===== config.mk =====
export PLATFORM = sky130hd
export DESIGN_NAME = async_serial_interface
export DESIGN_NICKNAME = d
export VERILOG_FILES = /design/src/serial_pkg.sv /design/src/baud_if.sv /design/src/baud_gen.sv /design/src/async_serial_interface.sv
export SDC_FILE = /design/constraint.sdc
export NUM_CORES = 1
export LEC_CHECK = 0
export ABC_AREA = 0
export BUFFER_PORTS_ARGS = -buffer_cell sky130_fd_sc_hd__buf_2
export CORE_ASPECT_RATIO = 1.1
export CORE_MARGIN = 2
export CORE_UTILIZATION = 30
export CTS_BUF_LIST = sky130_fd_sc_hd__clkbuf_8
export CTS_CLUSTER_DIAMETER = 120
export DETAILED_ROUTE_END_ITERATION = 6
export PLACE_DENSITY = 0.57
export RECOVER_POWER = 50
export SLEW_MARGIN = 25
export SYNTH_ARGS = -nofsm -noshare
export SYNTH_HDL_FRONTEND = slang
export SYNTH_SLANG_ARGS = --single-unit

===== constraint.sdc =====
create_clock -name pclk -period 4.4 [get_ports pclk]
set_input_delay 0.44 -clock pclk [delete_from_list [all_inputs] [get_ports pclk]]
set_output_delay 0.44 -clock pclk [all_outputs]
set_load 0.05 [all_outputs]

===== src/serial_pkg.sv =====
// shared constants and types for the async serial interface
`default_nettype none
package serial_pkg;
	localparam int ADDR_W = 12;
	// register byte addresses
	localparam logic [11:0] OFS_DATA = 12'h000;
	localparam logic [11:0] OFS_CTRL = 12'h004;
	localparam logic [11:0] OFS_BAUD = 12'h008;
	localparam logic [11:0] OFS_STATUS = 12'h00C;
	localparam logic [11:0] OFS_MASK = 12'h010;
	// control field positions
	localparam int CTRL_NINE = 0;
	localparam int CTRL_TX_EN = 1;
	localparam int CTRL_RX_EN = 2;
	localparam int CTRL_TX9 = 3;
	localparam int CTRL_W = 4;
	// status / mask field positions
	localparam int ST_TXE = 0;
	localparam int ST_TXD = 1;
	localparam int ST_RXF = 2;
	localparam int ST_OVR = 3;
	localparam int ST_W = 4;
	// baud register: divisor in low bits, source select at bit 16
	localparam int BAUD_DIV_W = 16;
	localparam int BAUD_SRC = 16;
	localparam logic [15:0] BAUD_DIV_RST = 16'h001A;
	localparam logic [15:0] ALT_PRE_DIV = 16'h0004;
	// receiver oversampling
	localparam logic [3:0] OVS_LAST = 4'hF;
	localparam logic [3:0] OVS_MID = 4'h7;
	localparam logic [3:0] BITS_8 = 4'h8;
	localparam logic [3:0] BITS_9 = 4'h9;
	typedef enum logic [3:0] {
		RX_IDLE = 4'b0001,
		RX_START = 4'b0010,
		RX_DATA = 4'b0100,
		RX_STOP = 4'b1000
	} rx_state_t;
endpackage
`default_nettype wire


===== src/baud_if.sv =====
// tick bundle from the shared baud generator
`default_nettype none
interface baud_if;
	logic tick16;
	modport gen(output tick16);
	modport use_side(input tick16);
endinterface
`default_nettype wire


===== src/baud_gen.sv =====
// shared 16x baud tick generator with selectable source
`default_nettype none
module baud_gen (
	input wire logic pclk,
	input wire logic presetn,
	input wire logic src_sel,
	input wire logic [15:0] divisor,
	baud_if.gen bo
);
	logic [15:0] pre_r, pre_nxt, cnt_r, cnt_nxt;
	logic tick_r, tick_nxt;
	logic src_en;
	// source 0 is pclk, source 1 a prescaled pclk
	always_comb begin
		pre_nxt = (pre_r == serial_pkg::ALT_PRE_DIV - 16'h0001) ? 16'h0000 : pre_r + 16'h0001;
		src_en = src_sel ? (pre_r == 16'h0000) : 1'b1;
		cnt_nxt = cnt_r;
		tick_nxt = 1'b0;
		if (src_en) begin
			if (cnt_r >= divisor - 16'h0001) begin
				cnt_nxt = 16'h0000;
				tick_nxt = 1'b1;
			end else begin
				cnt_nxt = cnt_r + 16'h0001;
			end
		end
	end
	always_ff @(posedge pclk or negedge presetn) begin
		if (!presetn) begin
			pre_r <= 16'h0000;
			cnt_r <= 16'h0000;
			tick_r <= 1'b0;
		end else begin
			pre_r <= pre_nxt;
			cnt_r <= cnt_nxt;
			tick_r <= tick_nxt;
		end
	end
	assign bo.tick16 = tick_r;
endmodule
`default_nettype wire


===== src/async_serial_interface.sv =====
// apb uart: tx, rx, shared baud generator, irq
//
// Our own choices: the APB slave port and the placing of the registers.
`default_nettype none
// Behaviour
// [RL1] full-duplex link, transmitter and receiver run independently
// [RL2] both engines use one shared baud tick generator
// [RL3] NRZ mark/space line levels, both ends agree
// [RL4] baud_source_select picks one of two clocks for the baud generator
// [RL5] no infrared coding here; plain serial in and out
// [RL6] 8 or 9 data bits sent; ninth from tx_ninth_bit
// [RL7] buffer-empty flag set when buffer moves to shifter; irq if enabled
// [RL8] done flag when shifter and buffer empty and idle; irq if enabled
// [RL9] receiver uses the same word-size bit
// [RL10] rx_ninth_bit holds bit 8, or copy of bit 7 in 8-bit mode
// [RL11] rx full with enable raises receive interrupt
// [RL12] low start, lsb first data, high stop, idle high
module async_serial_interface (
	input wire logic pclk,
	input wire logic presetn,
	input wire logic psel,
	input wire logic penable,
	input wire logic pwrite,
	input wire logic [11:0] paddr,
	input wire logic [31:0] pwdata,
	output logic [31:0] prdata,
	output logic pready,
	output logic pslverr,
	input wire logic rxd,
	output logic txd,
	output logic irq
);
	baud_if bi();
	logic [3:0] ctrl_r, ctrl_nxt;
	logic [16:0] baud_r, baud_nxt;
	logic [3:0] stat_r, stat_nxt, mask_r, mask_nxt;
	logic [31:0] rdata_r, rdata_nxt;
	logic wr, rd, hit;
	logic nine;
	// tx state
	logic [8:0] tbuf_r, tbuf_nxt;
	logic tbuf_full_r, tbuf_full_nxt;
	logic [10:0] tsh_r, tsh_nxt;
	logic [3:0] tbits_r, tbits_nxt, tph_r, tph_nxt;
	logic tbusy_r, tbusy_nxt;
	logic txd_r, txd_nxt;
	logic ev_txe, ev_txd;
	// rx state
	logic rx_m_r, rx_s_r;
	serial_pkg::rx_state_t rst_r, rst_nxt;
	logic [3:0] rph_r, rph_nxt, rbits_r, rbits_nxt;
	logic [8:0] rsh_r, rsh_nxt, rdat_r, rdat_nxt;
	logic ev_rxf, ev_ovr;
	// write strobes, one per register
	logic wr_data, wr_ctrl, wr_baud, wr_stat, wr_mask;

	// address compare shared by every write strobe
	function automatic logic reg_is(input logic [11:0] a, input logic [11:0] ofs);
		return a == ofs;
	endfunction

	// start, data lsb first, stop; spare top bit idle high in 8-bit frames
	function automatic logic [10:0] tx_frame(input logic nine_m, input logic [8:0] d);
		if (nine_m) begin
			return {1'b1, d, 1'b0};
		end
		return {2'b11, d[7:0], 1'b0};
	endfunction

	// 8-bit frames land in the top of the shifter; bit 7 doubles as ninth
	function automatic logic [8:0] rx_word(input logic nine_m, input logic [8:0] sh);
		if (nine_m) begin
			return sh;
		end
		return {sh[8], sh[8:1]};
	endfunction

	baud_gen u_baud (
		.pclk(pclk),
		.presetn(presetn),
		.src_sel(baud_r[serial_pkg::BAUD_SRC]), // RL4
		.divisor(baud_r[15:0]),
		.bo(bi.gen)
	);

	assign nine = ctrl_r[serial_pkg::CTRL_NINE];
	assign wr = psel && penable && pwrite;
	assign rd = psel && penable && !pwrite;
	assign pready = 1'b1;
	// decoded once so every group sees the same access
	assign wr_data = wr && reg_is(paddr, serial_pkg::OFS_DATA);
	assign wr_ctrl = wr && reg_is(paddr, serial_pkg::OFS_CTRL);
	assign wr_baud = wr && reg_is(paddr, serial_pkg::OFS_BAUD);
	assign wr_stat = wr && reg_is(paddr, serial_pkg::OFS_STATUS);
	assign wr_mask = wr && reg_is(paddr, serial_pkg::OFS_MASK);
	// unmapped addresses flag an error in the access phase
	always_comb begin
		unique case (paddr)
			serial_pkg::OFS_DATA, serial_pkg::OFS_CTRL, serial_pkg::OFS_BAUD,
			serial_pkg::OFS_STATUS, serial_pkg::OFS_MASK: hit = 1'b1;
			default: hit = 1'b0;
		endcase
	end
	assign pslverr = psel && penable && !hit;

	// control, baud and mask registers
	always_comb begin
		ctrl_nxt = ctrl_r;
		baud_nxt = baud_r;
		mask_nxt = mask_r;
		if (wr_ctrl) ctrl_nxt = pwdata[serial_pkg::CTRL_W-1:0];
		if (wr_baud) begin
			baud_nxt = pwdata[serial_pkg::BAUD_SRC:0];
			if (pwdata[serial_pkg::BAUD_DIV_W-1:0] == 16'h0000) begin
				baud_nxt[15:0] = 16'h0001; // zero divisor would divide by 65536
			end
		end
		if (wr_mask) mask_nxt = pwdata[serial_pkg::ST_W-1:0];
	end

	// read data loaded in setup, held through the access phase
	always_comb begin
		rdata_nxt = 32'h0000_0000;
		if (psel && !penable && !pwrite) begin
			unique case (paddr)
				serial_pkg::OFS_DATA: rdata_nxt = {23'h000000, rdat_r};
				serial_pkg::OFS_CTRL: rdata_nxt = {28'h0000000, ctrl_r};
				serial_pkg::OFS_BAUD: rdata_nxt = {15'h0000, baud_r};
				serial_pkg::OFS_STATUS: rdata_nxt = {28'h0000000, stat_r};
				serial_pkg::OFS_MASK: rdata_nxt = {28'h0000000, mask_r};
				default: rdata_nxt = 32'h0000_0000;
			endcase
		end else if (rd) begin
			rdata_nxt = rdata_r;
		end
	end
	assign prdata = rdata_r;

	// sticky status: set wins over write-one-to-clear
	always_comb begin
		stat_nxt = stat_r;
		if (wr_stat) stat_nxt = stat_r & ~pwdata[serial_pkg::ST_W-1:0];
		if (ev_txe) stat_nxt[serial_pkg::ST_TXE] = 1'b1; // RL7
		if (ev_txd) stat_nxt[serial_pkg::ST_TXD] = 1'b1; // RL8
		if (ev_rxf) stat_nxt[serial_pkg::ST_RXF] = 1'b1;
		if (ev_ovr) stat_nxt[serial_pkg::ST_OVR] = 1'b1;
	end
	// one level output over masked status
	assign irq = |(stat_r & mask_r); // RL7 RL8 RL11

	// transmitter: buffer then shifter, independent of rx
	always_comb begin
		tbuf_nxt = tbuf_r;
		tbuf_full_nxt = tbuf_full_r;
		tsh_nxt = tsh_r;
		tbits_nxt = tbits_r;
		tph_nxt = tph_r;
		tbusy_nxt = tbusy_r;
		txd_nxt = txd_r;
		ev_txe = 1'b0;
		ev_txd = 1'b0;
		if (wr_data && !tbuf_full_r) begin
			// ninth bit latched with the data, write ignored while buffer full
			tbuf_nxt = {ctrl_r[serial_pkg::CTRL_TX9], pwdata[7:0]}; // RL6
			tbuf_full_nxt = 1'b1;
		end
		if (tbusy_r && bi.tick16) begin // RL2
			if (tph_r == serial_pkg::OVS_LAST) begin
				tph_nxt = 4'h0;
				if (tbits_r == 4'h0) begin
					tbusy_nxt = 1'b0;
					txd_nxt = 1'b1; // RL12
					if (!tbuf_full_r) ev_txd = 1'b1; // RL8
				end else begin
					txd_nxt = tsh_r[0]; // RL3 RL5
					tsh_nxt = {1'b1, tsh_r[10:1]};
					tbits_nxt = tbits_r - 4'h1;
				end
			end else begin
				tph_nxt = tph_r + 4'h1;
			end
		end else if (!tbusy_r && tbuf_full_r && ctrl_r[serial_pkg::CTRL_TX_EN]) begin
			// start bit, data lsb first, stop bit
			tsh_nxt = tx_frame(nine, tbuf_r); // RL6 RL12
			tbits_nxt = nine ? serial_pkg::BITS_9 + 4'h2 : serial_pkg::BITS_8 + 4'h2;
			tph_nxt = serial_pkg::OVS_LAST;
			tbusy_nxt = 1'b1;
			tbuf_full_nxt = 1'b0;
			ev_txe = 1'b1; // RL7
		end
	end

	// double-flop the line before use
	always_ff @(posedge pclk or negedge presetn) begin
		if (!presetn) begin
			rx_m_r <= 1'b1;
			rx_s_r <= 1'b1;
		end else begin
			rx_m_r <= rxd;
			rx_s_r <= rx_m_r;
		end
	end

	// receiver: 16x oversampled, mid-bit sampling
	always_comb begin
		rst_nxt = rst_r;
		rph_nxt = rph_r;
		rbits_nxt = rbits_r;
		rsh_nxt = rsh_r;
		rdat_nxt = rdat_r;
		ev_rxf = 1'b0;
		ev_ovr = 1'b0;
		if (bi.tick16) begin // RL2
			unique case (rst_r)
				serial_pkg::RX_IDLE: begin
					if (!rx_s_r && ctrl_r[serial_pkg::CTRL_RX_EN]) begin // RL12
						rst_nxt = serial_pkg::RX_START;
						rph_nxt = 4'h0;
					end
				end
				serial_pkg::RX_START: begin
					if (rph_r == serial_pkg::OVS_MID) begin
						// glitch shorter than half a bit is dropped
						rst_nxt = rx_s_r ? serial_pkg::RX_IDLE : serial_pkg::RX_DATA;
						rph_nxt = 4'h0;
						rbits_nxt = nine ? serial_pkg::BITS_9 : serial_pkg::BITS_8; // RL9
					end else begin
						rph_nxt = rph_r + 4'h1;
					end
				end
				serial_pkg::RX_DATA: begin
					if (rph_r == serial_pkg::OVS_LAST) begin
						rph_nxt = 4'h0;
						rsh_nxt = {rx_s_r, rsh_r[8:1]}; // RL3
						rbits_nxt = rbits_r - 4'h1;
						if (rbits_r == 4'h1) rst_nxt = serial_pkg::RX_STOP;
					end else begin
						rph_nxt = rph_r + 4'h1;
					end
				end
				serial_pkg::RX_STOP: begin
					if (rph_r == serial_pkg::OVS_LAST) begin
						rst_nxt = serial_pkg::RX_IDLE;
						if (rx_s_r) begin // bad stop bit drops the character
							if (stat_r[serial_pkg::ST_RXF]) ev_ovr = 1'b1;
							// 8-bit frames land in rsh[8:1]; bit 7 copied as ninth
							rdat_nxt = rx_word(nine, rsh_r); // RL10
							ev_rxf = 1'b1; // RL11
						end
					end else begin
						rph_nxt = rph_r + 4'h1;
					end
				end
				default: rst_nxt = serial_pkg::RX_IDLE;
			endcase
		end
	end
	assign txd = txd_r;

	// configuration registers
	always_ff @(posedge pclk or negedge presetn) begin
		if (!presetn) begin
			ctrl_r <= 4'h0;
			baud_r <= {1'b0, serial_pkg::BAUD_DIV_RST};
			mask_r <= 4'h0;
		end else begin
			ctrl_r <= ctrl_nxt;
			baud_r <= baud_nxt;
			mask_r <= mask_nxt;
		end
	end

	// read data register
	always_ff @(posedge pclk or negedge presetn) begin
		if (!presetn) begin
			rdata_r <= 32'h0000_0000;
		end else begin
			rdata_r <= rdata_nxt;
		end
	end

	// sticky status bits
	always_ff @(posedge pclk or negedge presetn) begin
		if (!presetn) begin
			stat_r <= 4'h0;
		end else begin
			stat_r <= stat_nxt;
		end
	end

	// transmitter state
	always_ff @(posedge pclk or negedge presetn) begin
		if (!presetn) begin
			tbuf_r <= 9'h000;
			tbuf_full_r <= 1'b0;
			tsh_r <= 11'h7FF;
			tbits_r <= 4'h0;
			tph_r <= 4'h0;
			tbusy_r <= 1'b0;
			txd_r <= 1'b1;
		end else begin
			tbuf_r <= tbuf_nxt;
			tbuf_full_r <= tbuf_full_nxt;
			tsh_r <= tsh_nxt;
			tbits_r <= tbits_nxt;
			tph_r <= tph_nxt;
			tbusy_r <= tbusy_nxt;
			txd_r <= txd_nxt;
		end
	end

	// receiver state
	always_ff @(posedge pclk or negedge presetn) begin
		if (!presetn) begin
			rst_r <= serial_pkg::RX_IDLE;
			rph_r <= 4'h0;
			rbits_r <= 4'h0;
			rsh_r <= 9'h000;
			rdat_r <= 9'h000;
		end else begin
			rst_r <= rst_nxt;
			rph_r <= rph_nxt;
			rbits_r <= rbits_nxt;
			rsh_r <= rsh_nxt;
			rdat_r <= rdat_nxt;
		end
	end
endmodule
`default_nettype wire


=== Word-level counts from Yosys, hierarchy flattened ===
Cells that the tools add are included.

* Register bits after elaboration: 157
* Bits of input ports: 50
* Output and inout port bits: 36
* Word-level logic and storage cells: 179

* Add/sub/neg operators: 7
* Magnitude comparators: 1
* Equal/unequal tests: 23
* Multiplexer cells: 77
* Bitwise operators: 3
* Reduce and logical (&&, ||, !) cells: 43

{| class="wikitable"
|+ Operators with widths
! operator !! number
|-
| $pmux 17 s5 || 1
|-
| $mux 4 || 19
|-
| $mux 11 || 6
|-
| $mux 32 || 2
|-
| $mux 16 || 3
|-
| $mux 1 || 40
|-
| $add 16x1->16 const B || 2
|-
| $logic_not 16->1 || 2
|-
| $pmux 4 s4 || 2
|-
| $eq 12x4->1 const B || 2
|-
| $mux 9 || 2
|-
| $eq 16x2->1 const B || 1
|-
| $ge 16x16->1 || 1
|-
| $logic_and 1x1->1 || 16
|-
| $sub 16x1->16 const B || 1
|-
| $ne 2x2->1 const B || 7
|-
| $eq 12x3->1 const B || 1
|-
| $eq 12x5->1 const B || 1
|-
| $eq 4x4->1 const B || 3
|-
| $logic_not 12->1 || 1
|-
| $reduce_and 4->1 || 3
|-
| $reduce_bool 2->1 || 6
|-
| $reduce_and 3->1 || 3
|-
| $add 4x1->4 const B || 2
|-
| 16 further kinds || 27
|}

=== Logic depth before layout (Yosys ltp) ===
Gate-level depths: netlist of the first run.

* Depth after elaboration: 8
* Mapped depth: 13
* Gate-level depth less buffers: 12

=== Modules after synthesis ===
From an unflattened synthesis of the first run, not the netlist that was laid out.

* Cell total of the unflattened synthesis: 700
* Area, all modules: 7,512.2 um^2

{| class="wikitable"
|+ Modules (own cells, without submodules)
! module !! times used !! cells each !! area an instance (um^2) !! sequential area each (um^2)
|-
| async_serial_interface || 1 || 472 || 5,335.1 || 2,723.9
|-
| baud_gen || 1 || 228 || 2,177.1 || 825.8
|}

=== Worst setup path before layout of the first run ===
OpenSTA, ideal clock, no wires.

* Path type: register to register
* Start point: reg baud_r[5]
* End point: reg u_baud.cnt_r[7]
* Setup time: 0.126 ns
* Data arrival time: 3.239 ns
* Data required time: 4.274 ns
* Path slack: 1.035 ns
* Cell stages (with the launch flop): 14
* Path buffers: 1
* Period minus slack after synthesis: 3.365 ns
* Path through: dfrtp_1 > or4_1 > nor4_1 > nand2_1 > nor3_1 > xnor2_1 > ha_1 > nand4_1 > nor4_1 > a31oi_1 > and3_1 > clkbuf_1 > and3_1 > a221o_1

* Cells in the longest elaborated chain, start to end: 3

{| class="wikitable"
|+ RTL lines
! what !! RTL line !! RTL
|-
| start: declaration || async_serial_interface.sv:35 || <nowiki>logic [16:0] baud_r, baud_nxt;</nowiki>
|-
| start signal: assignment || async_serial_interface.sv:264 || <nowiki>baud_r <= {1'b0, serial_pkg::BAUD_DIV_RST};</nowiki>
|-
| start signal: assignment || async_serial_interface.sv:268 || <nowiki>baud_r <= baud_nxt;</nowiki>
|-
| $sub 16x1->16 || baud_gen.sv:20 || <nowiki>if (cnt_r >= divisor - 16'h0001) begin</nowiki>
|-
| $ge 16x16->1 || baud_gen.sv:20 ||
|-
| $mux 16 || baud_gen.sv:20 ||
|-
| end signal: assignment || baud_gen.sv:35 || <nowiki>cnt_r <= cnt_nxt;</nowiki>
|-
| end: declaration || baud_gen.sv:10 || <nowiki>logic [15:0] pre_r, pre_nxt, cnt_r, cnt_nxt;</nowiki>
|}

Every way passes these cells.
A chain may end at the register's enable or synchronous reset.

=== Final worst setup path of the first run ===
* Start point: reg baud_r[5]
* End point: reg u_baud.cnt_r[12]

The elaborated chain is that of the path after synthesis.

==> results of run 1 <==
cell usage in the layout (no fill, tap or decap), types with 20 or more instances in the layout:
cell type  synthesis  routed
xnor2_1           20      20
mux2_2            36      36
buf_2              0      52
inv_1             19      24
nor2_1            39      38
dfrtp_1          124     124
nor3_1            20      20
ha_1              26      26
o21ai_0           52      52
nand2_1           84      84
mux2i_1           22      22
flip-flops by register name, indices dropped and copies added (netlist names), 9 cells and up:
signal / flops
prdata: 17
u_baud.cnt_r: 16
tsh_r: 10
baud_r: 17
rdat_r: 9
tbuf_r: 9
rsh_r: 9
u_baud.pre_r: 16
worst max path at each step:
stage | start | endpoint | slack, ns
after floorplan | baud_r[5] | u_baud.cnt_r[7] | 1.03
after global placement | baud_r[5] | u_baud.cnt_r[12] | 0.86
after detailed placement | baud_r[5] | u_baud.cnt_r[12] | 0.84
after CTS | baud_r[5] | u_baud.cnt_r[12] | 0.82
after global routing | presetn | baud_r[7] | 0.35
final | baud_r[5] | u_baud.cnt_r[12] | 0.87
metrics by stage:
| stage | power [W] | instance area (µm²) |
|---|---|---|
| CTS | 0.00324 | 8280 |
| detailed placement | 0.00217 | 7890 |
| global route | 0.00340 | 8280 |
| finish | 0.00319 | 8280 |
| floorplan | 0.00201 | 7400 |
| global placement | 0.00216 | 7890 |
area by class of cell:
class	instances	area, µm²
timing repair buffer	62	332
fill	2472	16000
clock buffer	19	262
inverter	19	71.3
multi-input combinational	509	3540
clock inverter	12	131
tap	310	388
sequential	141	3550
cell usage after synthesis (all sizes together), types with 4 or more instances:
master / n
nand2: 85
and2: 5
a21oi: 15
o31ai: 8
nand2b: 7
a22o: 8
o2bb2a: 4
or4: 4
inv: 19
xor2: 11
nor2: 39
mux2i: 22
a21o: 8
a221oi: 4
ha: 26
nand3: 17
dfrtp: 124
xnor2: 20
mux2: 45
nor2b: 4
nor3: 20
nor4b: 5
and3: 13
clkbuf: 21
nor4: 13
or3: 6
dfstp: 17
mux4: 4
nand4: 10
buf: 21
o21ai: 52
where the power goes:
group	internal [W]	leakage [nW]	switching [W]	total, W
logic	0.000217	1.71	0.000368	0.000586
clock network	0.000574	0.218	0.000483	0.00106
registers	0.00143	1.84	0.000126	0.00155
layer usage:
metal  track usage [%]  wire (µm)  vias up
met4              5.39        350        0
met1              17.5       7600     2535
met2              20.4       7460       86
li1                  -          -     2574
met3              3.73        822       22
met5                 0          0        -
worst reg2reg max path, cell delays in order, from the launching register on:
cell and delay, ns:
dfrtp_1 0.42, or4_1 0.57, nor4_1 0.18, buf_4 0.17, nand2_1 0.10, nor3_1 0.20
xnor2_1 0.16, ha_1 0.27, a21o_1 0.18, a21o_1 0.17, a22oi_1 0.16, nand3_1 0.35
a311o_1 0.44, o211ai_1 0.09
cell families (layout without fill, tap and decap cells):
logic type / Yosys count / in the layout / share of synthesized area [%]
AO/OA/AOI/OAI: 123 / 123 / 10.8
XOR/XNOR: 31 / 31 / 3.70
adder cells (fa/ha/maj): 26 / 26 / 4.43
buffers and inverters: 61 / 112 / 4.29
flip-flops: 141 / 141 / 48.3
multiplexers: 71 / 71 / 11.6
other: 2 / 16 / 0.102
AND/OR/NAND/NOR: 242 / 242 / 16.8
==> out/results.tsv, run 1 <==
metric	value	unit
pin count of the biggest net entering global routing	72	
Crit path arrival time	3.90	ns
area leader, netlist	dfrtp_1	
top achievable clock speed	283	MHz
Resized cells post-CTS	0	
ANT nets after route	0	
total grt overflow	0	
Synth warnings	0	
clock skew	0.0125	ns
Crit Path Max Fanout	12	
CP max-delay cell	or4_1	
CTS tree	built	
final core occ	34.1	%
Setup Fix Bufs, Post-CTS	0	
Total GRT Usage	13.2	%
Initial Utilization	30.3	%
synth unique cells	64	
Final Wtd Congestion	0.791	
worst flop-to-flop path endpoint	u_baud.cnt_r[12]	
die width	153	µm
Cells after DPL	1041	
clock tree buffer depth	2	
Netlist Area Pre-Place	7350	µm²
Die H	168	µm
WP data required	4.78	ns
core area	24200	µm²
syn avg cell area	10.5	µm²
reg2reg start	baud_r[5]	
Routed WL	16200	µm
Crit path max-delay family	simple AND/OR/NAND/NOR gates	
Remaining DRCs	0	
1st-iter DRT viols	260	
Reg2Reg Depth	13	
Final Hold Fails	0	
Max-Cap Viols	1	
ratio of cells with drive above 1 in the final layout	21.8	%
Post-CTS Hold Buffers	0	
ys async rst share	100	%
Pwr Density	386	nW/µm²
Worst Max-Slew Pin Slew	3.28	ns
EDFF count, synth	0	
Hold Crit Start	rxd	
pre-CTS setup slack	0.841	ns
clk slew on worst S/H paths	0.08	ns
Routed WL per cell	15.1	µm
cell count after synthesis	697	
n_diodes	0	
Primary FF master, synth	dfrtp_1	
status	complete, but fails checks	
fin crit period	3.53	ns
I/O pin total	86	
failing checks	max-capacitance violations, max-slew violations	
clock sink count	141	
post-DP HPWL	11600	µm
most used cell, CP	a21o_1	
Setup Viol. Count Final	0	
kind of critical path	reg -> reg	
# nets final	826	
P&R area growth vs syn	12.6	%
1st-pass router iterations	4	
Vias/cell	4.87	
Post-Layout Cell Count	1072	
crit-path max cell delay	0.57	ns
setup ws final	0.871	ns
#FFs+latches synth	141	
Clock Latency Late Sink	0.45	ns
Worst Path Buf+Inv	1	
Seq/Total Area, Yosys	48.3	%
clock root buffer	clkbuf_8	
full die area	25800	µm²
worst path cell trace	or4_1, nor4_1, buf_4, nand2_1, nor3_1, xnor2_1, ha_1, a21o_1, a21o_1, a22oi_1, nand3_1, a311o_1, o211ai_1	
CP Launch Type	register	
Tightest Hold Check Type	in -> reg	
Peak VDD IR	0.000137	V
final setup TNS	0	ns
total number of vias	5217	
CTS H-tree lvls	4	
initial antenna violation count	0	
CP Depth	13	
Site Rows	60	
Worst Setup End Kind	register	
vias in the first global route	5126	
Tcrit/Tclk final	80.2	%
first-pass GRT wire length	27200	µm
hold worst-path end	rx_m_r	
Final Slew Violations	72	
TritonCTS buffer count	17	
worst hold slack	0.0884	ns
FF-to-FF setup slack	0.87	ns
Slew Limit Headroom	-119	%
Buffers on Ports	54	
unrepaired setup endpoints after global routing	no	
share of the synthesized area in the top cell type	42.2	%
synth top area cells	dfrtp_1 42%, dfstp_2 6.1%, mux2_2 5.5%	
leak pwr	3.77	nW
hold path depth	1	
(Power assumes the default switching activity.)
==> run 2, diff against run 1 <==
ABC_AREA = 1   (was 0)
PLACE_DENSITY = 0.56   (was 0.57)
clock period = 3.6 ns   (was 4.4 ns; I/O delays follow)
==> out/results.tsv, run 2 <==
metric	value	unit
status	complete, but fails checks	
failing checks	max-capacitance violations, max-slew violations	
fin crit period	3.10	ns
clock sink count	141	
footprint of the multi-input gates	3460	µm²
core area	25300	µm²
Netlist Area Pre-Place	7700	µm²
Routed WL	17400	µm
Total GRT Usage	13.9	%
Final Hold Fails	0	
Synth top cells by count	280 x nand2_1, 130 x inv_1, 124 x dfrtp_1	
Worst Max-Slew Pin Slew	2.22	ns
Pwr Density	402	nW/µm²
synth unique cells	40	
P&R area growth vs syn	13.0	%
Die H	172	µm
top achievable clock speed	323	MHz
Hold Crit Start	pwdata[16]	
commonest cells after routing, fill and taps aside	282 x nand2_1, 131 x inv_1, 124 x dfrtp_1, 94 x o21ai_0, 86 x nor2_1	
share of the synthesized area in the top cell type	40.3	%
Fillers	2724	
initial antenna violation count	0	
Routed WL per cell	12.4	µm
Final Wtd Congestion	0.763	
clk slew on worst S/H paths	0.08	ns
Initial Utilization	30.5	%
Sequential Area	3550	µm²
leak pwr	4.34	nW
post-DP HPWL	12700	µm
I/O pin total	86	
WP data required	3.92	ns
EDFF count, synth	0	
die width	157	µm
Setup Viol. Count Final	0	
Tightest Hold Check Type	in -> reg	
reg2reg start	baud_r[0]	
most frequent cell after synthesis	nand2_1	
1st-iter DRT viols	364	
syn avg cell area	7.78	µm²
Site Rows	61	
final setup TNS	0	ns
Buffers on Ports	54	
Setup Fix Bufs, Post-CTS	0	
first-pass GRT wire length	29800	µm
Primary FF master, synth	dfrtp_1	
CTS tree	built	
Seq/Total Area, Yosys	46.1	%
n_diodes	0	
full die area	27000	µm²
clock tree buffer depth	2	
total grt overflow	0	
synth top area cells	dfrtp_1 40%, nand2_1 14%, inv_1 6.3%	
clock skew	0.0154	ns
Clock Latency Late Sink	0.45	ns
worst path cell trace	inv_1, ha_1, nand2_1, nor3_1, nand2_1, nor2_1, xor2_1, inv_1, ha_1, nand4_1, nor2_1, nand2_1, a21oi_2, nor2_1	
Worst Setup End Kind	register	
Tcrit/Tclk final	86.1	%
final core occ	34.4	%
kind of critical path	reg -> reg	
Post-CTS Hold Buffers	2	
Final Slew Violations	113	
ys async rst share	100	%
ANT nets after route	0	
crit-path max cell delay	0.54	ns
Remaining DRCs	0	
CP max-delay cell	a21oi_2	
Crit Path Max Fanout	10	
TritonCTS buffer count	17	
vias in the first global route	6029	
# nets final	1121	
clock root buffer	clkbuf_8	
Slew Limit Headroom	-48.2	%
CTS H-tree lvls	4	
Peak VDD IR	0.000220	V
#FFs+latches synth	141	
1st-pass router iterations	5	
Max-Cap Viols	2	
Resized cells post-CTS	0	
total number of vias	6252	
unrepaired setup endpoints after global routing	no	
area leader, netlist	dfrtp_1	
CP Launch Type	register	
Vias/cell	4.45	
Crit path arrival time	3.42	ns
pin count of the biggest net entering global routing	86	
Crit. Startpoint	baud_r[0]	
cell count after synthesis	989	
Synth warnings	0	
commonest non-fill, non-tap cell in the layout	nand2_1	
ratio of cells with drive above 1 in the final layout	11.7	%
[run 2: critical path, delay by kind of cell (launching register included)]
family	cells	cell delay, ns
AOI/OAI and AO/OA	1	0.54
and+or+nand+nor	8	1.23
buffers and inverters	2	0.18
xor gates and xnor gates	1	0.15
DFF	1	0.38
adders and majority gates	2	0.49
[run 2: worst paths after layout]
path	end	slack [ns]	depth (start not counted)
worst max-delay path	u_baud.cnt_r[6]	0.50	14
worst min-delay path	baud_r[16]	0.19	3
worst max register to register	u_baud.cnt_r[6]	0.50	14
worst min register to register	rx_s_r	0.37	0
max in group asynchronous	rsh_r[8]	1.18	2
min in group asynchronous	u_baud.cnt_r[13]	1.08	2
[run 2: layer usage]
layer	share of wire (%)	track usage (%)	vias to the layer above	wire length [µm]
met1	50	18.9	2918	8690
met2	46	22.7	77	8060
met3	3.1	3.06	13	542
li1	-	-	3244	-
met5	0	0	-	0
met4	0.84	3.35	0	146
[run 2: final cells by class]
class,count,area share [%]
repair buffers,59,3.74
multi-input cells,693,39.8
clock buffers,17,2.69
well taps,346,4.98
clock inverters,15,2.25
inverters,133,5.74
flip-flops and latches,141,40.8
[run 2: stage by stage]
stage          instances  hold slack, ns  setup WS, ns  area, µm²  power [W]
3_3_place_gp        1370           0.347         0.571       8270    0.00211
4_1_cts             1404           0.161         0.434       8720    0.00354
6_report            1404           0.191         0.500       8690    0.00350
3_5_place_dp        1370           0.359         0.439       8270    0.00212
5_1_grt             1404           0.172         0.151       8690    0.00368
2_1_floorplan       1003          0.0644          1.10       7750    0.00200
[run 2: kinds of logic (layout without fill, tap and decap cells)]
kind of cell	Yosys count	after routing	synth area share [%]
AO/OA/AOI/OAI	146	146	10.6
XOR/XNOR	28	28	3.19
adder cells (fa/ha/maj)	26	26	4.23
buffers and inverters	169	224	9.33
flip-flops	141	141	46.1
multiplexers	1	1	0.130
other	2	16	0.0976
AND/OR/NAND/NOR	476	476	26.3
[run 2: report_power, final]
| group | internal, W | switching, W |
|---|---|---|
| registers | 0.00163 | 0.0000345 |
| logic | 0.000123 | 0.000300 |
| clock network | 0.000753 | 0.000657 |
| total | 0.00250 | 0.000992 |
